==> config.mk <==
export PLATFORM = sky130hd
export DESIGN_NAME = fifo_irq_source_config
export DESIGN_NICKNAME = d
export VERILOG_FILES = /design/src/pkg/irq_route_pkg.sv /design/src/hdl/fifo_irq_source_config.sv
export SDC_FILE = /design/constraint.sdc
export NUM_CORES = 1
export LEC_CHECK = 0
export ABC_AREA = 0
export BUFFER_PORTS_ARGS = -buffer_cell sky130_fd_sc_hd__buf_2
export CORE_UTILIZATION = 30
export CTS_CLUSTER_DIAMETER = 60
export CTS_CLUSTER_SIZE = 12
export DETAILED_ROUTE_END_ITERATION = 7
export GPL_TIMING_DRIVEN = 0
export PLACE_DENSITY = 0.51
export SLEW_MARGIN = 20
export SYNTH_ARGS = -nofsm -noshare
export SYNTH_HDL_FRONTEND = slang
export SYNTH_SLANG_ARGS = --single-unit
==> constraint.sdc <==
create_clock -name clock_in -period 5.5 [get_ports clock_in]
set_input_delay 0.55 -clock clock_in [delete_from_list [all_inputs] [get_ports clock_in]]
set_output_delay 0.55 -clock clock_in [all_outputs]
set_load 0.005 [all_outputs]
==> src/pkg/irq_route_pkg.sv <==
// constants, types and helpers for the fifo interrupt routing block
package irq_route_pkg;

    // register offsets
    localparam logic [7:0] fifo_depth_and_trigger_addr   = 8'h0c;
    localparam logic [7:0] interrupt_routing_select_addr = 8'h0d;
    localparam logic [7:0] mode_control_addr             = 8'h20;
    localparam logic [7:0] irq_status_addr               = 8'h21;
    localparam logic [7:0] irq_clear_addr                = 8'h22;
    localparam logic [7:0] irq_enable_addr               = 8'h23;

    // reset values
    localparam logic [7:0] fifo_depth_and_trigger_rst   = 8'h0f;
    localparam logic [7:0] interrupt_routing_select_rst = 8'h00;
    localparam logic [7:0] mode_control_rst             = 8'h00;
    localparam logic [3:0] irq_enable_rst               = 4'h0;

    // field positions
    localparam int depth_hi      = 7;
    localparam int depth_lo      = 6;
    localparam int trig_hi       = 5;
    localparam int trig_lo       = 0;
    localparam int sel0_hi       = 7;
    localparam int sel0_lo       = 6;
    localparam int sel1_hi       = 5;
    localparam int sel1_lo       = 4;
    localparam int launch_bit    = 3;
    localparam int tx_sel1_bit   = 2;
    localparam int full_bit      = 1;
    localparam int not_empty_bit = 0;
    localparam int dmode_hi      = 7;
    localparam int dmode_lo      = 6;
    localparam int filter_bit    = 2;
    localparam int op_hi         = 1;
    localparam int op_lo         = 0;

    // fifo sizing
    localparam int             count_w      = 7;
    localparam logic [6:0]     depth_step   = 7'h10;
    localparam logic [6:0]     count_zero   = 7'h00;
    localparam logic [6:0]     count_one    = 7'h01;

    // interrupt event bits
    localparam int ev_level    = 0;
    localparam int ev_full     = 1;
    localparam int ev_overflow = 2;
    localparam int ev_tx_start = 3;
    localparam int ev_w        = 4;

    // source selector codes
    localparam logic [1:0] sel_00 = 2'h0;
    localparam logic [1:0] sel_01 = 2'h1;
    localparam logic [1:0] sel_10 = 2'h2;
    localparam logic [1:0] sel_11 = 2'h3;

    typedef enum logic [1:0] {op_standby, op_receive, op_transmit, op_sleep} op_mode_t;
    typedef enum {dm_continuous, dm_buffered, dm_packet} data_mode_t;

    // events from the radio datapath, all levels except write_byte
    typedef struct packed {
        logic sync_found;
        logic rssi_above;
        logic write_byte;
        logic payload_ready;
        logic crc_ok;
        logic addr_match;
        logic recovered_bit_clock;
        logic tx_done;
    } radio_events_t;

    typedef struct packed {
        logic       push;
        logic       pop;
    } fifo_access_t;

    // usable capacity in bytes for the two-bit depth code
    function automatic logic [6:0] fifo_capacity(input logic [1:0] code);
        fifo_capacity = 7'((code + 7'h01) * depth_step);
    endfunction

    // trigger level in bytes is the field value plus one
    function automatic logic [6:0] trigger_level(input logic [5:0] b);
        trigger_level = 7'({1'b0, b} + count_one);
    endfunction

    function automatic data_mode_t decode_data_mode(input logic [1:0] code);
        if (code[1]) begin
            decode_data_mode = dm_packet;
        end else if (code[0]) begin
            decode_data_mode = dm_buffered;
        end else begin
            decode_data_mode = dm_continuous;
        end
    endfunction

endpackage

==> src/hdl/fifo_irq_source_config.sv <==
// fifo depth, trigger level and interrupt line routing for the data handler
`timescale 1ns/1ps

// How it works
// - depth code 00..11 gives fifo capacity 16, 32, 48 or 64 bytes
// - trigger field B means a trigger level of B plus one bytes
// - level-reached source goes high once fifo count reaches trigger level
// - rx/standby line0 routing for continuous and buffered modes
// - packet mode line0: payload ready, byte, not-empty, sync or address match
// - line1: bit clock in continuous, else none/full/rssi/level, packet 00 crc ok
// - fifo-derived sources stay routed while the device is in standby
// - launch bit 0 starts transmit at trigger level, line0 shows level
// - launch bit 1 starts transmit when non-empty, line0 shows not-empty
// - data mode 00 continuous, 01 buffered, 1x packet
// - fifo-full source high while the fifo holds its capacity
// - not-empty source high while fifo holds data, low when empty
module fifo_irq_source_config
    import irq_route_pkg::*;
(
    input  wire logic          clock_in,
    input  wire logic          rstn_in,
    input  wire logic [7:0]    addr_in,
    input  wire logic [7:0]    wdata_in,
    input  wire logic          wr_in,
    input  wire logic          rd_in,
    output logic      [7:0]    rdata_out,
    input  wire radio_events_t events_in,
    input  wire fifo_access_t  fifo_in,
    output logic               irq_line0_out,
    output logic               irq_line1_out,
    output logic               tx_start_out,
    output logic               fifo_full_out,
    output logic               fifo_not_empty_out,
    output logic               level_reached_out,
    output logic               interrupt_out
);

    logic [7:0]         depth_trig_reg;
    logic [7:0]         routing_reg;
    logic [7:0]         mode_reg;
    logic [ev_w-1:0]    status_reg;
    logic [ev_w-1:0]    enable_reg;
    logic [count_w-1:0] count_reg;
    logic [count_w-1:0] count_next;
    logic [count_w-1:0] capacity;
    logic [count_w-1:0] level;
    logic               full_now;
    logic               level_now;
    logic               not_empty_now;
    logic               push_ok;
    logic               pop_ok;
    logic               line0_next;
    logic               line1_next;
    logic               start_next;
    logic [ev_w-1:0]    events;
    logic [ev_w-1:0]    clear_bits;
    data_mode_t         dmode;
    op_mode_t           op;

    assign capacity      = fifo_capacity(depth_trig_reg[depth_hi:depth_lo]);
    assign level         = trigger_level(depth_trig_reg[trig_hi:trig_lo]);
    assign dmode         = decode_data_mode(mode_reg[dmode_hi:dmode_lo]);
    assign op            = op_mode_t'(mode_reg[op_hi:op_lo]);
    // >= keeps full honest if software shrinks the depth below the fill
    assign full_now      = (count_reg >= capacity);
    assign level_now     = (count_reg >= level);
    assign not_empty_now = (count_reg != count_zero);
    assign push_ok       = fifo_in.push && !full_now;
    assign pop_ok        = fifo_in.pop && not_empty_now;

    // register writes
    always_ff @(posedge clock_in) begin
        if (!rstn_in) begin
            depth_trig_reg <= fifo_depth_and_trigger_rst;
            routing_reg    <= interrupt_routing_select_rst;
            mode_reg       <= mode_control_rst;
            enable_reg     <= irq_enable_rst;
        end else if (wr_in) begin
            unique case (addr_in)
                fifo_depth_and_trigger_addr:   depth_trig_reg <= wdata_in;
                interrupt_routing_select_addr: routing_reg <= wdata_in;
                mode_control_addr:             mode_reg <= wdata_in;
                irq_enable_addr:               enable_reg <= wdata_in[ev_w-1:0];
                default: ;
            endcase
        end
    end

    // read data one cycle after the strobe; unmapped reads return zero
    always_ff @(posedge clock_in) begin
        if (!rstn_in) begin
            rdata_out <= 8'h00;
        end else if (rd_in) begin
            unique case (addr_in)
                fifo_depth_and_trigger_addr:   rdata_out <= depth_trig_reg;
                interrupt_routing_select_addr: rdata_out <= {routing_reg[7:2], fifo_full_out, fifo_not_empty_out};
                mode_control_addr:             rdata_out <= mode_reg;
                irq_status_addr:               rdata_out <= {4'h0, status_reg};
                irq_enable_addr:               rdata_out <= {4'h0, enable_reg};
                default:                       rdata_out <= 8'h00;
            endcase
        end else begin
            rdata_out <= 8'h00;
        end
    end

    // fifo byte count
    always_comb begin
        count_next = count_reg;
        if (push_ok && !pop_ok) begin
            count_next = count_reg + count_one;
        end else if (pop_ok && !push_ok) begin
            count_next = count_reg - count_one;
        end
    end

    always_ff @(posedge clock_in) begin
        if (!rstn_in) begin
            count_reg <= count_zero;
        end else begin
            count_reg <= count_next;
        end
    end

    // fifo-derived source flags
    always_ff @(posedge clock_in) begin
        if (!rstn_in) begin
            fifo_full_out      <= 1'b0;
            fifo_not_empty_out <= 1'b0;
            level_reached_out  <= 1'b0;
        end else begin
            fifo_full_out      <= full_now;
            fifo_not_empty_out <= not_empty_now;
            level_reached_out  <= level_now;
        end
    end

    // line routing
    always_comb begin
        line0_next = 1'b0;
        line1_next = 1'b0;
        start_next = 1'b0;
        if (op == op_transmit) begin
            if (routing_reg[launch_bit]) begin
                line0_next = not_empty_now;
                start_next = not_empty_now;
            end else begin
                line0_next = level_now;
                start_next = level_now;
            end
            if (dmode == dm_continuous) begin
                line1_next = events_in.recovered_bit_clock;
            end else begin
                line1_next = routing_reg[tx_sel1_bit] ? events_in.tx_done : full_now;
            end
        end else if (op == op_receive || op == op_standby) begin
            unique case (dmode)
                dm_continuous: begin
                    // in continuous mode no source reaches the lines in standby
                    if (op == op_receive) begin
                        line0_next = (routing_reg[sel0_hi:sel0_lo] == sel_01) ?
                                     events_in.rssi_above : events_in.sync_found;
                        line1_next = events_in.recovered_bit_clock;
                    end
                end
                dm_buffered, dm_packet: begin
                    unique case (routing_reg[sel0_hi:sel0_lo])
                        sel_00: line0_next = (op == op_receive) && (dmode == dm_packet) &&
                                             events_in.payload_ready;
                        sel_01: line0_next = (op == op_receive) && events_in.write_byte;
                        sel_10: line0_next = not_empty_now;
                        sel_11: line0_next = (op == op_receive) &&
                                             ((dmode == dm_packet && mode_reg[filter_bit]) ?
                                              events_in.addr_match : events_in.sync_found);
                    endcase
                    unique case (routing_reg[sel1_hi:sel1_lo])
                        sel_00: line1_next = (op == op_receive) && (dmode == dm_packet) &&
                                             events_in.crc_ok;
                        sel_01: line1_next = full_now;
                        sel_10: line1_next = (op == op_receive) && events_in.rssi_above;
                        sel_11: line1_next = level_now;
                    endcase
                end
            endcase
        end
    end

    always_ff @(posedge clock_in) begin
        if (!rstn_in) begin
            irq_line0_out <= 1'b0;
            irq_line1_out <= 1'b0;
            tx_start_out  <= 1'b0;
        end else begin
            irq_line0_out <= line0_next;
            irq_line1_out <= line1_next;
            tx_start_out  <= start_next;
        end
    end

    // sticky status; a set in the clearing cycle survives
    assign events[ev_level]    = level_now && !level_reached_out;
    assign events[ev_full]     = full_now && !fifo_full_out;
    assign events[ev_overflow] = fifo_in.push && full_now;
    assign events[ev_tx_start] = start_next && !tx_start_out;
    assign clear_bits          = (wr_in && addr_in == irq_clear_addr) ? wdata_in[ev_w-1:0] : 4'h0;

    always_ff @(posedge clock_in) begin
        if (!rstn_in) begin
            status_reg    <= 4'h0;
            interrupt_out <= 1'b0;
        end else begin
            status_reg    <= (status_reg & ~clear_bits) | events;
            interrupt_out <= |(((status_reg & ~clear_bits) | events) & enable_reg);
        end
    end
endmodule // fifo_irq_source_config

Yosys cells after proc, flatten, opt, wreduce, memory -nomap -nowiden:

Index checks and enable logic that the tools add are counted.

* flip-flop bits (word level): 54
* bits of input ports: 30
* output and inout port bits: 15
* word-level logic and storage cells: 100

* add/subtract/negate cells: 4
* magnitude comparators: 2
* eq/ne operators: 17
* mux-type cells: 22
* bitwise gates (word level): 4
* reduce and logical (&&, ||, !) cells: 37

Operators with widths (number)
* 32-bit logical NOT: 2
* 8-bit one-hot mux with 5 select lines: 1
* 32-bit by 1-bit == test with 1-bit output (second input constant): 1
* 32-bit by 2-bit == test with 1-bit output (second input constant): 1
* 32-bit by 3-bit == test with 1-bit output (second input constant): 1
* 8-bit by 6-bit == test with 1-bit output (second input constant): 4
* 8-bit by 4-bit == test with 1-bit output (second input constant): 2
* 1-bit logical AND: 16
* 7-bit >= comparator: 2
* 7-bit 2-to-1 mux: 2
* 1-bit 2-to-1 mux: 13
* 2-bit == test (second input constant): 5
* 2-bit AND reduction: 5
* 4-bit bitwise AND: 2
* 1-bit one-hot mux with 4 select lines: 2
* 6-bit by 1-bit adder with 7-bit output (second input constant): 1
* 7-bit by 1-bit adder with 7-bit output (second input constant): 1
* 7-bit nonzero test: 1
* 7-bit by 1-bit subtractor with 7-bit output (second input constant): 1
* 2-bit by 1-bit == test with 1-bit output (second input constant): 3
* 1-bit logical NOT: 6
* 2-bit logical NOT: 3
* 4-bit 2-to-1 mux: 1
* 4-bit inverter: 1
* other kinds (8): 9

Depth between registers and ports, before layout:

Gate-level depths: netlist of the first run.

* depth after elaboration: 10
* gate-level depth with buffers: 16
* depth with buffers taken out: 16

Worst setup path before layout of the first run:

No wires, ideal clock.

* path kind: reg2reg
* start: register depth_trig_reg[6]
* end: register count_reg[6]
* setup time: 0.118 ns
* arrival time: 3.064 ns
* required time: 5.382 ns
* path slack: 2.318 ns
* cell stages (with the launch flop): 16
* buffers on the path: 0
* path through: dfxtp_1 ha_1 inv_1 ha_1 o21a_1 a21oi_1 and2_1 ha_1 inv_1 ha_1 nor2b_1 o21ai_0 a21oi_1 mux2i_1 a211o_1 mux2i_1

* word-level cells in the longest chain between the ends: 7
* elaborated cells on any way between the ends: 9

RTL lines
* start, declared: line fifo_irq_source_config.sv:38 `logic [7:0] depth_trig_reg;`
* start signal, assigned: line fifo_irq_source_config.sv:74 `depth_trig_reg <= fifo_depth_and_trigger_rst;`
* start signal, assigned: line fifo_irq_source_config.sv:80 `fifo_depth_and_trigger_addr: depth_trig_reg <= wdata_in;`
* 2-bit by 1-bit adder with 3-bit output (*): line irq_route_pkg.sv:78 `fifo_capacity = 7'((code + 7'h01) * depth_step);`
* 7-bit >= comparator (*): line fifo_irq_source_config.sv:65 `assign full_now = (count_reg >= capacity);`
* 1-bit logical NOT (*): line fifo_irq_source_config.sv:68 `assign push_ok = fifo_in.push && !full_now;`
* 1-bit logical AND (*): line fifo_irq_source_config.sv:68
* 1-bit logical NOT: line fifo_irq_source_config.sv:112 `end else if (pop_ok && !push_ok) begin`
* 1-bit logical AND: line fifo_irq_source_config.sv:112
* 2-bit nonzero test (no source line)
* end signal, assigned: line fifo_irq_source_config.sv:119 `count_reg <= count_zero;`
* end signal, assigned: line fifo_irq_source_config.sv:121 `count_reg <= count_next;`
* end, declared: line fifo_irq_source_config.sv:43 `logic [count_w-1:0] count_reg;`

Every way passes the cells marked *; elsewhere a longest branch is shown, timed or not.
A chain may end at the register's enable or synchronous reset.

Final worst setup path of the first run:

Same ends and word-level chain as after synthesis.

==> impl_metrics.prom, run 1 <==
# TYPE chip_impl_metric gauge
chip_impl_info{name="run_status",value="completed"} 1
chip_impl_metric{name="groute.usage.overall",unit=""} 0.170
chip_impl_metric{name="setup_total_negative_slack",unit="ns"} 0
chip_impl_metric{name="clock_power_share",unit=""} 0.212
chip_impl_metric{name="num_antenna_cells",unit=""} 0
chip_impl_metric{name="cp_slowest_stage_delay",unit="ns"} 0.47
chip_impl_metric{name="routed_wirelength",unit="um"} 7950
chip_impl_metric{name="cts-root-to-sink-buffers",unit=""} 2
chip_impl_metric{name="total_of_fill_cells_in_the_finished_design",unit=""} 949
chip_impl_metric{name="latest_clock_arrival_within_the_worst_skew_pair",unit="ns"} 0.31
chip_impl_metric{name="leakage",unit="nW"} 1.29
chip_impl_metric{name="clock_skew",unit="ns"} 0.00841
chip_impl_info{name="crit_type",value="reg -> reg"} 1
chip_impl_info{name="cell_type_with_the_largest_total_area_after_synthesis",value="sky130_fd_sc_hd__dfxtp_1"} 1
chip_impl_metric{name="fp.coreArea",unit="mm2"} 0.00889
chip_impl_metric{name="die_height",unit="um"} 98.8
chip_impl_metric{name="routed_via_density",unit=""} 5.37
chip_impl_metric{name="post-route-period-util",unit=""} 0.699
chip_impl_metric{name="synth.yosys.seq_area_share",unit=""} 0.371
chip_impl_info{name="hold_path_class",value="reg -> reg"} 1
chip_impl_info{name="synth_ff_type",value="sky130_fd_sc_hd__dfxtp_1"} 1
chip_impl_info{name="yosys-top-cells-area",value="sky130_fd_sc_hd__dfxtp_1, sky130_fd_sc_hd__ha_1, sky130_fd_sc_hd__nand3_1"} 1
chip_impl_metric{name="hold-worst-slack",unit="ns"} 0.471
chip_impl_metric{name="cts.reportedPaths.clkPinSlew",unit="ns"} 0.11
chip_impl_metric{name="synthMuxAreaShare",unit=""} 0.0468
chip_impl_metric{name="antenna_found_initial",unit=""} 0
chip_impl_metric{name="tightestPinTransition",unit="ns"} 0.859
chip_impl_metric{name="synth_fp_nets",unit=""} 400
chip_impl_metric{name="pwr_cell_area",unit="mW/mm2"} 341
chip_impl_metric{name="fp-row-count",unit=""} 34
chip_impl_metric{name="period_minus_slack",unit="ns"} 3.84
chip_impl_metric{name="grt_start_max_net_pins",unit=""} 19
chip_impl_metric{name="pwr-share-seq",unit=""} 0.410
chip_impl_info{name="final_common_cell",value="sky130_fd_sc_hd__dfxtp_1"} 1
chip_impl_metric{name="slew_headroom",unit=""} 0.426
chip_impl_metric{name="area_growth_syn_to_layout",unit="%"} 15.7
chip_impl_metric{name="post_synth_fa_ha_maj_area_fraction",unit=""} 0.0873
chip_impl_metric{name="grt.overflow.total",unit=""} 0
chip_impl_metric{name="synth_async_sr_flop_share",unit=""} 0
chip_impl_metric{name="setup_viol",unit=""} 0
chip_impl_metric{name="first_pass_iters",unit=""} 4
chip_impl_metric{name="maximum_level_of_the_cts_h_tree",unit=""} 2
chip_impl_metric{name="power.ir.vdd_worst",unit="mV"} 0.121
chip_impl_metric{name="route.detailed.drc",unit=""} 0
chip_impl_metric{name="max_cap_violations",unit=""} 0
chip_impl_metric{name="synth-compound-area-share",unit=""} 0.168
chip_impl_metric{name="netSwitchingPower",unit="W"} 0.000418
chip_impl_metric{name="postCtsHoldBufs",unit=""} 0
chip_impl_metric{name="layout-drive-gt1-share",unit=""} 0.138
chip_impl_metric{name="globalplace.congestion",unit=""} 0.801
chip_impl_metric{name="routed-via-count",unit=""} 2727
chip_impl_metric{name="fp.dieW",unit="um"} 98.8
chip_impl_info{name="largest_family_of_logic_cells_by_synthesized_area",value="simple AND/OR/NAND/NOR gates"} 1
chip_impl_info{name="cp-start-kind",value="flop"} 1
chip_impl_metric{name="layout.cells.non_filler",unit=""} 508
chip_impl_metric{name="cts_made_buffers",unit=""} 5
chip_impl_metric{name="routedWlPerCell",unit="um"} 15.6
chip_impl_info{name="critical_path.cell_chain",value="ha_1 -> inv_1 -> ha_1 -> o21a_1 -> a21oi_1 -> and2_1 -> ha_1 -> inv_1 -> ha_1 -> nor2b_1 -> o21ai_0 -> a21oi_1 -> mux2i_1 -> a211o_1 -> mux2i_1"} 1
chip_impl_metric{name="yosys.cell_types.count",unit=""} 45
chip_impl_info{name="clock_tree.root_cell",value="sky130_fd_sc_hd__clkbuf_8"} 1
chip_impl_metric{name="dieArea",unit="mm2"} 0.00975
chip_impl_info{name="worst_path_most_repeated_cell",value="sky130_fd_sc_hd__ha_1"} 1
chip_impl_metric{name="fmaxAchievable",unit="GHz"} 0.260
chip_impl_metric{name="synth_xor_xnor_area_share",unit=""} 0.0187
chip_impl_metric{name="cells_after_synthesis",unit=""} 351
chip_impl_info{name="setup_repair_after_global_routing_missed_its_margin",value="false"} 1
chip_impl_info{name="timing.critical_path.slowest_stage_cell",value="sky130_fd_sc_hd__a21oi_1"} 1
chip_impl_info{name="layout.cells.most_common_list",value="sky130_fd_sc_hd__dfxtp_1, sky130_fd_sc_hd__buf_2, sky130_fd_sc_hd__nand2_1"} 1
chip_impl_metric{name="timing_max_transition_violations_final",unit=""} 0
chip_impl_info{name="endpoint_kind",value="flop"} 1
chip_impl_metric{name="worst-path-buf-inv",unit=""} 2
chip_impl_metric{name="io_pins",unit=""} 45
chip_impl_metric{name="combinationalPowerShare",unit=""} 0.379
chip_impl_metric{name="syn_area",unit="mm2"} 0.00281
chip_impl_metric{name="report.final.hold_viol_count",unit=""} 0
chip_impl_metric{name="yosys_warnings",unit=""} 0
chip_impl_metric{name="final_nets",unit=""} 448
chip_impl_metric{name="dp_cells",unit=""} 500
chip_impl_metric{name="dr.first_iter.drc_count",unit=""} 177
chip_impl_metric{name="synth_simple_gate_area_frac",unit=""} 0.261
chip_impl_metric{name="synth_enable_flop_cells",unit=""} 0
chip_impl_metric{name="ctsResizeCount",unit=""} 0
chip_impl_metric{name="p_sw_frac",unit=""} 0.377
chip_impl_metric{name="yosys_register_bits",unit=""} 52
chip_impl_metric{name="internal_power",unit="W"} 0.000691
chip_impl_metric{name="postCtsSetupBuffers",unit=""} 0
chip_impl_metric{name="first_global_vias",unit=""} 2534
chip_impl_metric{name="cp_data_required_time",unit="ns"} 5.70
chip_impl_info{name="critPathTopFamily",value="compound AO/OA/AOI/OAI gates"} 1
chip_impl_metric{name="numPortBuffers",unit=""} 41
chip_impl_info{name="clock_tree_from_tritoncts",value="done"} 1
chip_impl_metric{name="detailed_place_hpwl",unit="um"} 6040
chip_impl_metric{name="cts_num_sinks",unit=""} 52
chip_impl_metric{name="initial_core_util",unit=""} 0.316
chip_impl_metric{name="drtAntennaViolNets",unit=""} 0
chip_impl_metric{name="synth_area_per_cell",unit="um2"} 8.00
chip_impl_metric{name="path_max_fanout",unit=""} 7
chip_impl_metric{name="worstPathArrival",unit="ns"} 4.05
chip_impl_metric{name="global_route_wire_length_before_repair",unit="um"} 13000
chip_impl_metric{name="post-synth-top-area-fraction",unit=""} 0.371
==> cell families after synthesis <==
logic type | count (synthesis)
simple gates | 149
compound gates | 77
fa+ha+maj | 19
buf+inv | 35
mux | 13
xor+xnor | 6
flops | 52
==> final cells by class <==
| class | count | area [um2] | share of cell area |
|---|---|---|---|
| Timing Repair Buffer | 41 | 205 | 0.0631 |
| Buffer | 16 | 61.3 | 0.0189 |
| Sequential cell | 52 | 1040 | 0.320 |
| Tap cell | 108 | 135 | 0.0416 |
| Inverter | 19 | 71.3 | 0.0219 |
| Clock inverter | 3 | 27.5 | 0.00847 |
| Multi-Input combinational cell | 264 | 1640 | 0.505 |
| Clock buffer | 5 | 68.8 | 0.0212 |
==> Yosys cell counts (6+ instances only) <==
master	n
sky130_fd_sc_hd__nand4_1	6
sky130_fd_sc_hd__inv_1	18
sky130_fd_sc_hd__clkbuf_1	15
sky130_fd_sc_hd__nor2b_1	6
sky130_fd_sc_hd__mux2i_1	12
sky130_fd_sc_hd__o21ai_0	12
sky130_fd_sc_hd__dfxtp_1	52
sky130_fd_sc_hd__nand2_1	42
sky130_fd_sc_hd__nand3_1	40
sky130_fd_sc_hd__ha_1	18
sky130_fd_sc_hd__nor2_1	27
sky130_fd_sc_hd__a22oi_1	6
sky130_fd_sc_hd__nand2b_1	6
sky130_fd_sc_hd__a21oi_1	36
==> metrics by stage <==
step	total power [W]	worst slack [ns]	cell area, um2	utilization
4_1_cts	0.00111	1.62	3250	0.365
3_5_place_dp	0.000881	1.66	3150	0.354
6_report	0.00111	1.66	3250	0.366
5_1_grt	0.00119	1.32	3250	0.366
3_3_place_gp	0.000869	1.70	3150	0.354
2_1_floorplan	0.000767	2.32	2810	-
==> metal layers <==
metal,vias to the layer above,global-route usage,wire [um]
li1,1350,-,-
met1,1278,0.240,3860
met2,87,0.261,3460
met3,12,0.0312,472
met4,0,0.0551,161
met5,-,0,0
==> tightest hold or removal path: stages (launching register included) <==
cell                      delay [ns]
sky130_fd_sc_hd__dfxtp_1        0.33
sky130_fd_sc_hd__nand2_1        0.05
sky130_fd_sc_hd__a21oi_1        0.05
==> power groups by stage <==
| stage | clock [W] | sequential, W | combinational (W) |
|---|---|---|---|
| detailed placement | 0 | 0.000462 | 0.000418 |
| floorplan | 0 | 0.000451 | 0.000316 |
| finish | 0.000235 | 0.000454 | 0.000420 |
| global placement | 0 | 0.000463 | 0.000406 |
| CTS | 0.000240 | 0.000454 | 0.000421 |
| global route | 0.000254 | 0.000459 | 0.000480 |
==> path summary, 6_finish.rpt <==
check | start | to | slack (ns) | depth (start not counted)
max | depth_trig_reg[6] | count_reg[6] | 1.66 | 15
min | mode_reg[5] | mode_reg[5] | 0.47 | 2
max reg2reg | depth_trig_reg[6] | count_reg[6] | 1.66 | 15
min reg2reg | mode_reg[5] | mode_reg[5] | 0.47 | 2
(Power assumes the default switching activity.)
==> run 2, diff against run 1 <==
--- a/config.mk
+++ b/config.mk
@@ -12,7 +12,7 @@
 export CTS_CLUSTER_SIZE = 12
 export DETAILED_ROUTE_END_ITERATION = 7
 export GPL_TIMING_DRIVEN = 0
-export PLACE_DENSITY = 0.51
+export PLACE_DENSITY = 0.52
 export SLEW_MARGIN = 20
 export SYNTH_ARGS = -nofsm -noshare
 export SYNTH_HDL_FRONTEND = slang
==> constraint.sdc (replaced) <==
create_clock -name clock_in -period 3.5 [get_ports clock_in]
set_input_delay 0.35 -clock clock_in [delete_from_list [all_inputs] [get_ports clock_in]]
set_output_delay 0.35 -clock clock_in [all_outputs]
set_load 0.005 [all_outputs]
==> impl_metrics.prom, run 2 (synthesis results as in run 1) <==
# TYPE chip_impl_metric gauge
chip_impl_info{name="hold_path_class",value="in -> reg"} 1
chip_impl_metric{name="routed-via-count",unit=""} 2762
chip_impl_metric{name="setup_total_negative_slack",unit="ns"} 0
chip_impl_metric{name="layout-drive-gt1-share",unit=""} 0.154
chip_impl_metric{name="postCtsHoldBufs",unit=""} 0
chip_impl_info{name="r2r_start",value="depth_trig_reg[6]"} 1
chip_impl_metric{name="clock_skew",unit="ns"} 0.00408
chip_impl_metric{name="initial_core_util",unit=""} 0.316
chip_impl_metric{name="num_antenna_cells",unit=""} 0
chip_impl_metric{name="routed_wirelength",unit="um"} 8010
chip_impl_metric{name="p_sw_frac",unit=""} 0.377
chip_impl_metric{name="die_height",unit="um"} 98.8
chip_impl_metric{name="netSwitchingPower",unit="W"} 0.000684
chip_impl_metric{name="pwr-share-seq",unit=""} 0.395
chip_impl_metric{name="globalplace.congestion",unit=""} 0.857
chip_impl_metric{name="internal_power",unit="W"} 0.00113
chip_impl_metric{name="final_nets",unit=""} 451
chip_impl_metric{name="clock_power_share",unit=""} 0.196
chip_impl_metric{name="dpl_cell_area",unit="mm2"} 0.00315
chip_impl_info{name="run_status",value="completed"} 1
chip_impl_metric{name="routedWlPerCell",unit="um"} 15.7
chip_impl_metric{name="finalCoreUtilization",unit=""} 0.369
chip_impl_metric{name="io_pins",unit=""} 45
chip_impl_metric{name="grt_start_max_net_pins",unit=""} 17
chip_impl_metric{name="cts_num_sinks",unit=""} 52
chip_impl_metric{name="fp-row-count",unit=""} 34
chip_impl_metric{name="fmaxAchievable",unit="GHz"} 0.302
chip_impl_metric{name="cts-root-to-sink-buffers",unit=""} 2
chip_impl_metric{name="slew_headroom",unit=""} 0.299
chip_impl_info{name="clock_tree.root_cell",value="sky130_fd_sc_hd__clkbuf_8"} 1
chip_impl_metric{name="leakage",unit="nW"} 1.31
chip_impl_metric{name="maximum_level_of_the_cts_h_tree",unit=""} 2
chip_impl_metric{name="r2r_slack",unit="ns"} 0.19
chip_impl_metric{name="post-route-period-util",unit=""} 0.946
chip_impl_info{name="crit_type",value="reg -> reg"} 1
chip_impl_metric{name="cp_data_required_time",unit="ns"} 3.71
chip_impl_metric{name="grt.overflow.total",unit=""} 0
chip_impl_info{name="layout.cells.most_common_list",value="sky130_fd_sc_hd__dfxtp_1, sky130_fd_sc_hd__buf_2, sky130_fd_sc_hd__nand2_1"} 1
chip_impl_metric{name="cts.reportedPaths.clkPinSlew",unit="ns"} 0.10
chip_impl_metric{name="dr.first_iter.drc_count",unit=""} 222
chip_impl_metric{name="combinationalPowerShare",unit=""} 0.410
chip_impl_metric{name="dieArea",unit="mm2"} 0.00975
chip_impl_metric{name="pwr_cell_area",unit="mW/mm2"} 552
chip_impl_metric{name="max_cap_violations",unit=""} 0
chip_impl_info{name="cp-start-kind",value="flop"} 1
chip_impl_metric{name="fp.coreArea",unit="mm2"} 0.00889
chip_impl_metric{name="detailed_place_hpwl",unit="um"} 6040
chip_impl_metric{name="fp.dieW",unit="um"} 98.8
chip_impl_metric{name="worstHoldPathCells",unit=""} 3
chip_impl_metric{name="antenna_found_initial",unit=""} 0
chip_impl_info{name="holdPathEnd",value="mode_reg[7]"} 1
chip_impl_info{name="final_common_cell",value="sky130_fd_sc_hd__dfxtp_1"} 1
chip_impl_metric{name="global_route_wire_length_before_repair",unit="um"} 13100
chip_impl_metric{name="groute.usage.overall",unit=""} 0.170
chip_impl_metric{name="timing_max_transition_violations_final",unit=""} 0
chip_impl_metric{name="period_minus_slack",unit="ns"} 3.31
chip_impl_metric{name="area_growth_syn_to_layout",unit="%"} 16.9
chip_impl_metric{name="power.ir.vdd_worst",unit="mV"} 0.234
chip_impl_metric{name="first_pass_iters",unit=""} 6
chip_impl_metric{name="worst-r2r-cell-count",unit=""} 15
chip_impl_metric{name="tightestPinTransition",unit="ns"} 1.04
chip_impl_metric{name="latest_clock_arrival_within_the_worst_skew_pair",unit="ns"} 0.31
chip_impl_metric{name="report.final.hold_viol_count",unit=""} 0
chip_impl_metric{name="numPortBuffers",unit=""} 41
chip_impl_metric{name="worstPathArrival",unit="ns"} 3.52
chip_impl_info{name="clock_tree_from_tritoncts",value="done"} 1
chip_impl_metric{name="setup_viol",unit=""} 0
chip_impl_info{name="setup_repair_after_global_routing_missed_its_margin",value="false"} 1
chip_impl_metric{name="drtAntennaViolNets",unit=""} 0
chip_impl_metric{name="postLayoutCellArea",unit="mm2"} 0.00328
chip_impl_metric{name="path_max_fanout",unit=""} 6
chip_impl_metric{name="post-layout-total-power",unit="W"} 0.00181
chip_impl_metric{name="route.detailed.drc",unit=""} 0
chip_impl_metric{name="first_global_vias",unit=""} 2657
chip_impl_metric{name="cts_made_buffers",unit=""} 5
chip_impl_info{name="worstHoldStart",value="wdata_in[7]"} 1
chip_impl_info{name="worst_r2r_endpoint",value="count_reg[6]"} 1
chip_impl_metric{name="total_of_fill_cells_in_the_finished_design",unit=""} 945
chip_impl_metric{name="routed_via_density",unit=""} 5.41
chip_impl_info{name="endpoint_kind",value="flop"} 1
==> run 2: worst max-delay path, stage by stage (launching register included) <==
cell	delay, ns
sky130_fd_sc_hd__dfxtp_1	0.37
sky130_fd_sc_hd__ha_1	0.29
sky130_fd_sc_hd__inv_1	0.04
sky130_fd_sc_hd__ha_1	0.27
sky130_fd_sc_hd__o21a_1	0.22
sky130_fd_sc_hd__a21oi_4	0.20
sky130_fd_sc_hd__and2_1	0.15
sky130_fd_sc_hd__ha_2	0.24
sky130_fd_sc_hd__inv_2	0.09
sky130_fd_sc_hd__ha_1	0.32
sky130_fd_sc_hd__nor2b_1	0.19
sky130_fd_sc_hd__o21ai_1	0.11
sky130_fd_sc_hd__a21oi_2	0.21
sky130_fd_sc_hd__mux2i_1	0.09
sky130_fd_sc_hd__a211o_1	0.29
sky130_fd_sc_hd__mux2i_1	0.12
==> run 2: worst max path at each step <==
| stage | start | end | slack, ns |
|---|---|---|---|
| floorplan | depth_trig_reg[6] | count_reg[6] | 0.32 |
| global placement | depth_trig_reg[6] | count_reg[6] | -0.30 |
| detailed placement | depth_trig_reg[6] | count_reg[5] | -0.39 |
| CTS | depth_trig_reg[6] | count_reg[5] | 0.0005 |
| global route | depth_trig_reg[6] | count_reg[6] | 0.02 |
| finish | depth_trig_reg[6] | count_reg[6] | 0.19 |
==> run 2: per-layer routing <==
layer  vias up  wire [um]  GRT usage
met1      1301       3700      0.226
met4         0        183     0.0620
met3        13        426     0.0234
li1       1359          -          -
met5         -          0          0
met2        89       3700      0.281
==> run 2: metrics by stage <==
step	hold slack [ns]	instances	worst slack, ns
final	0.307	511	0.189
after global routing	0.307	511	0.0224
after CTS	0.301	508	0.000492
after detailed placement	0.456	500	-0.387
after global placement	0.444	500	-0.302
after floorplan	0.436	351	0.318
==> run 2: cell type report <==
cell class / count / area (um2) / area share
flip-flops and latches: 52 / 1040 / 0.317
clock inverters: 3 / 18.8 / 0.00572
multi-input cells: 264 / 1660 / 0.505
well taps: 108 / 135 / 0.0412
plain buffers: 16 / 61.3 / 0.0187
clock buffers: 5 / 68.8 / 0.0210
repair buffers: 44 / 228 / 0.0694
inverters: 19 / 71.3 / 0.0217
==> run 2: power groups by stage <==
| stage | clock network, W | registers, W | logic [W] |
|---|---|---|---|
| after floorplan | 0 | 0.000709 | 0.000496 |
| after global placement | 0 | 0.000727 | 0.000639 |
| after detailed placement | 0 | 0.000728 | 0.000662 |
| after CTS | 0.000367 | 0.000715 | 0.000695 |
| after global routing | 0.000388 | 0.000723 | 0.000833 |
| final | 0.000355 | 0.000715 | 0.000742 |
==> run 2: repair_timing <==
item	4_1_cts	5_1_grt
resized for setup	5	4
endpoints found under the setup margin	4	3
pin swaps	3	2
buffers inserted	0	3
==> run 3, diff against run 2 <==
--- a/config.mk
+++ b/config.mk
@@ -13,6 +13,7 @@
 export DETAILED_ROUTE_END_ITERATION = 7
 export GPL_TIMING_DRIVEN = 0
 export PLACE_DENSITY = 0.52
+export REMOVE_ABC_BUFFERS = 1
 export SLEW_MARGIN = 20
 export SYNTH_ARGS = -nofsm -noshare
 export SYNTH_HDL_FRONTEND = slang
==> impl_metrics.prom, run 3 (synthesis results as in run 1) <==
# TYPE chip_impl_metric gauge
chip_impl_info{name="clock_tree.root_cell",value="sky130_fd_sc_hd__clkbuf_8"} 1
chip_impl_metric{name="cts_made_buffers",unit=""} 5
chip_impl_metric{name="initial_core_util",unit=""} 0.316
chip_impl_info{name="busiest_layer",value="met2"} 1
chip_impl_metric{name="first_global_vias",unit=""} 2340
chip_impl_metric{name="clock_power_share",unit=""} 0.205
chip_impl_metric{name="final_nets",unit=""} 440
chip_impl_metric{name="routed_via_density",unit=""} 5.19
chip_impl_info{name="final_common_cell",value="sky130_fd_sc_hd__dfxtp_1"} 1
chip_impl_metric{name="hold-worst-slack",unit="ns"} 0.306
chip_impl_metric{name="routed_wirelength",unit="um"} 7200
chip_impl_metric{name="report.final.hold_viol_count",unit=""} 0
chip_impl_metric{name="drtAntennaViolNets",unit=""} 0
chip_impl_metric{name="first_pass_iters",unit=""} 4
chip_impl_metric{name="timing_max_transition_violations_final",unit=""} 0
chip_impl_metric{name="area_growth_syn_to_layout",unit="%"} 16.6
chip_impl_metric{name="globalplace.congestion",unit=""} 0.803
chip_impl_metric{name="internal_power",unit="W"} 0.00114
chip_impl_metric{name="routed-via-count",unit=""} 2596
chip_impl_metric{name="max_cap_violations",unit=""} 0
chip_impl_metric{name="leakage",unit="nW"} 1.32
chip_impl_metric{name="total_of_fill_cells_in_the_finished_design",unit=""} 913
chip_impl_info{name="hold_path_class",value="in -> reg"} 1
chip_impl_metric{name="route.detailed.drc",unit=""} 0
chip_impl_metric{name="maximum_level_of_the_cts_h_tree",unit=""} 2
chip_impl_metric{name="p_sw_frac",unit=""} 0.367
chip_impl_metric{name="slew_headroom",unit=""} 0.319
chip_impl_metric{name="seq_area",unit="mm2"} 0.00104
chip_impl_metric{name="cts-root-to-sink-buffers",unit=""} 2
chip_impl_metric{name="fp.coreArea",unit="mm2"} 0.00889
chip_impl_metric{name="setup_viol",unit=""} 0
chip_impl_metric{name="combinationalPowerShare",unit=""} 0.399
chip_impl_metric{name="groute.usage.overall",unit=""} 0.153
chip_impl_metric{name="cp_data_required_time",unit="ns"} 3.74
chip_impl_metric{name="multiInputGateArea",unit="mm2"} 0.00167
chip_impl_metric{name="post-route-period-util",unit=""} 0.934
chip_impl_metric{name="power.ir.vdd_worst",unit="mV"} 0.201
chip_impl_metric{name="dieArea",unit="mm2"} 0.00975
chip_impl_metric{name="r2r_slack",unit="ns"} 0.23
chip_impl_metric{name="cts_num_sinks",unit=""} 52
chip_impl_metric{name="finalCoreUtilization",unit=""} 0.368
chip_impl_metric{name="pwr-share-seq",unit=""} 0.396
chip_impl_metric{name="numPortBuffers",unit=""} 44
chip_impl_metric{name="period_minus_slack",unit="ns"} 3.27
chip_impl_metric{name="die_height",unit="um"} 98.8
chip_impl_metric{name="grt_start_max_net_pins",unit=""} 36
chip_impl_metric{name="grt.overflow.total",unit=""} 0
chip_impl_metric{name="dpl_cell_area",unit="mm2"} 0.00314
chip_impl_metric{name="global_route_wire_length_before_repair",unit="um"} 11900
chip_impl_metric{name="gr_layer_usage_met2",unit=""} 0.240
chip_impl_info{name="crit_type",value="reg -> reg"} 1
chip_impl_metric{name="dr.first_iter.drc_count",unit=""} 151
chip_impl_metric{name="detailed_place_hpwl",unit="um"} 5310
chip_impl_metric{name="met1_routing_resource_usage_after_global_routing",unit=""} 0.219
chip_impl_metric{name="fp-row-count",unit=""} 34
chip_impl_metric{name="latest_clock_arrival_within_the_worst_skew_pair",unit="ns"} 0.31
chip_impl_metric{name="fmaxAchievable",unit="GHz"} 0.306
chip_impl_metric{name="fp.dieW",unit="um"} 98.8
chip_impl_metric{name="cts.reportedPaths.clkPinSlew",unit="ns"} 0.10
chip_impl_metric{name="num_antenna_cells",unit=""} 0
chip_impl_metric{name="routedWlPerCell",unit="um"} 14.4
chip_impl_metric{name="dp_slack",unit="ns"} -0.387
chip_impl_metric{name="antenna_found_initial",unit=""} 0
chip_impl_metric{name="postCtsHoldBufs",unit=""} 0
chip_impl_metric{name="path_max_fanout",unit=""} 6
chip_impl_metric{name="worstPathArrival",unit="ns"} 3.51
chip_impl_info{name="run_status",value="completed"} 1
chip_impl_info{name="endpoint_kind",value="flop"} 1
chip_impl_metric{name="postLayoutCellArea",unit="mm2"} 0.00327
chip_impl_metric{name="clock_skew",unit="ns"} 0.0149
chip_impl_info{name="setup_repair_after_global_routing_missed_its_margin",value="false"} 1
chip_impl_metric{name="post-layout-total-power",unit="W"} 0.00180
chip_impl_info{name="cp-start-kind",value="flop"} 1
chip_impl_metric{name="netSwitchingPower",unit="W"} 0.000661
chip_impl_info{name="layout.cells.most_common_list",value="sky130_fd_sc_hd__dfxtp_1, sky130_fd_sc_hd__buf_2, sky130_fd_sc_hd__nand2_1"} 1
chip_impl_metric{name="global_route_met3_utilization",unit=""} 0.0241
chip_impl_metric{name="layout-drive-gt1-share",unit=""} 0.173
chip_impl_info{name="clock_tree_from_tritoncts",value="done"} 1
chip_impl_metric{name="io_pins",unit=""} 45
chip_impl_metric{name="tightestPinTransition",unit="ns"} 1.02
chip_impl_metric{name="timing.final.ws_setup",unit="ns"} 0.229
chip_impl_metric{name="pwr_cell_area",unit="mW/mm2"} 549
==> run 3: cell count changes in the layout (fill, tap and decap cells not counted), moves of 2 or more <==
cell / before / now
sky130_fd_sc_hd__buf_2: 42 / 44
sky130_fd_sc_hd__clkbuf_1: 15 / 0
sky130_fd_sc_hd__buf_4: 3 / 5
sky130_fd_sc_hd__nor3b_2: 0 / 2
sky130_fd_sc_hd__nor3b_1: 2 / 0
==> run 3: path summary, 6_finish.rpt <==
path	from	endpoint	cells past startpoint
setup / recovery	count_reg[0]	count_reg[5]	13
hold reg to reg	mode_reg[3]	mode_reg[3]	2
setup reg to reg	count_reg[0]	count_reg[5]	13
hold / removal	wdata_in[5]	routing_reg[5]	3
==> run 3: what timing repair did <==
item	in CTS	in global routing
gates cloned	0	0
buffers inserted	1	1
pin swaps	2	1
gates resized for setup	4	4
setup endpoints to repair	4	2
==> run 3: area by class of cell <==
class | count | area share
clock buffers | 6 | 0.0252
clock inverters | 2 | 0.00420
inverters | 19 | 0.0218
multi-input cells | 264 | 0.511
flip-flops and latches | 52 | 0.318
well taps | 108 | 0.0413
repair buffers | 49 | 0.0787
==> run 3: metal layers <==
metal / routed length (um) / part of all wire
met3: 350 / 0.049
met5: 0 / 0
met4: 65 / 0.0090
met1: 3590 / 0.50
met2: 3190 / 0.44
==> run 3: through the flow <==
| stage | TNS [ns] | std cells |
|---|---|---|
| floorplan | 0 | 335 |
| global placement | -0.677 | 487 |
| detailed placement | -0.913 | 490 |
| CTS | 0 | 499 |
| global route | 0 | 500 |
| finish | 0 | 500 |
==> run 3: worst max-delay path, cell delays in order (launching register included) <==
cell,delay [ns]
sky130_fd_sc_hd__dfxtp_1,0.36
sky130_fd_sc_hd__or4_4,0.57
sky130_fd_sc_hd__o21ai_1,0.24
sky130_fd_sc_hd__a21oi_4,0.10
sky130_fd_sc_hd__and2_1,0.16
sky130_fd_sc_hd__ha_2,0.21
sky130_fd_sc_hd__inv_1,0.19
sky130_fd_sc_hd__ha_1,0.27
sky130_fd_sc_hd__a21o_1,0.19
sky130_fd_sc_hd__a21oi_2,0.16
sky130_fd_sc_hd__o21ai_0,0.13
sky130_fd_sc_hd__a2111oi_1,0.43
sky130_fd_sc_hd__a41oi_1,0.09
sky130_fd_sc_hd__nand3_1,0.09
==> run 3: power groups by stage <==
stage	combinational, W	sequential, W	clock, W
after floorplan	0.000482	0.000709	0
after global placement	0.000633	0.000726	0
after detailed placement	0.000652	0.000728	0
after CTS	0.000697	0.000714	0.000383
after global routing	0.000809	0.000723	0.000399
final	0.000718	0.000712	0.000368
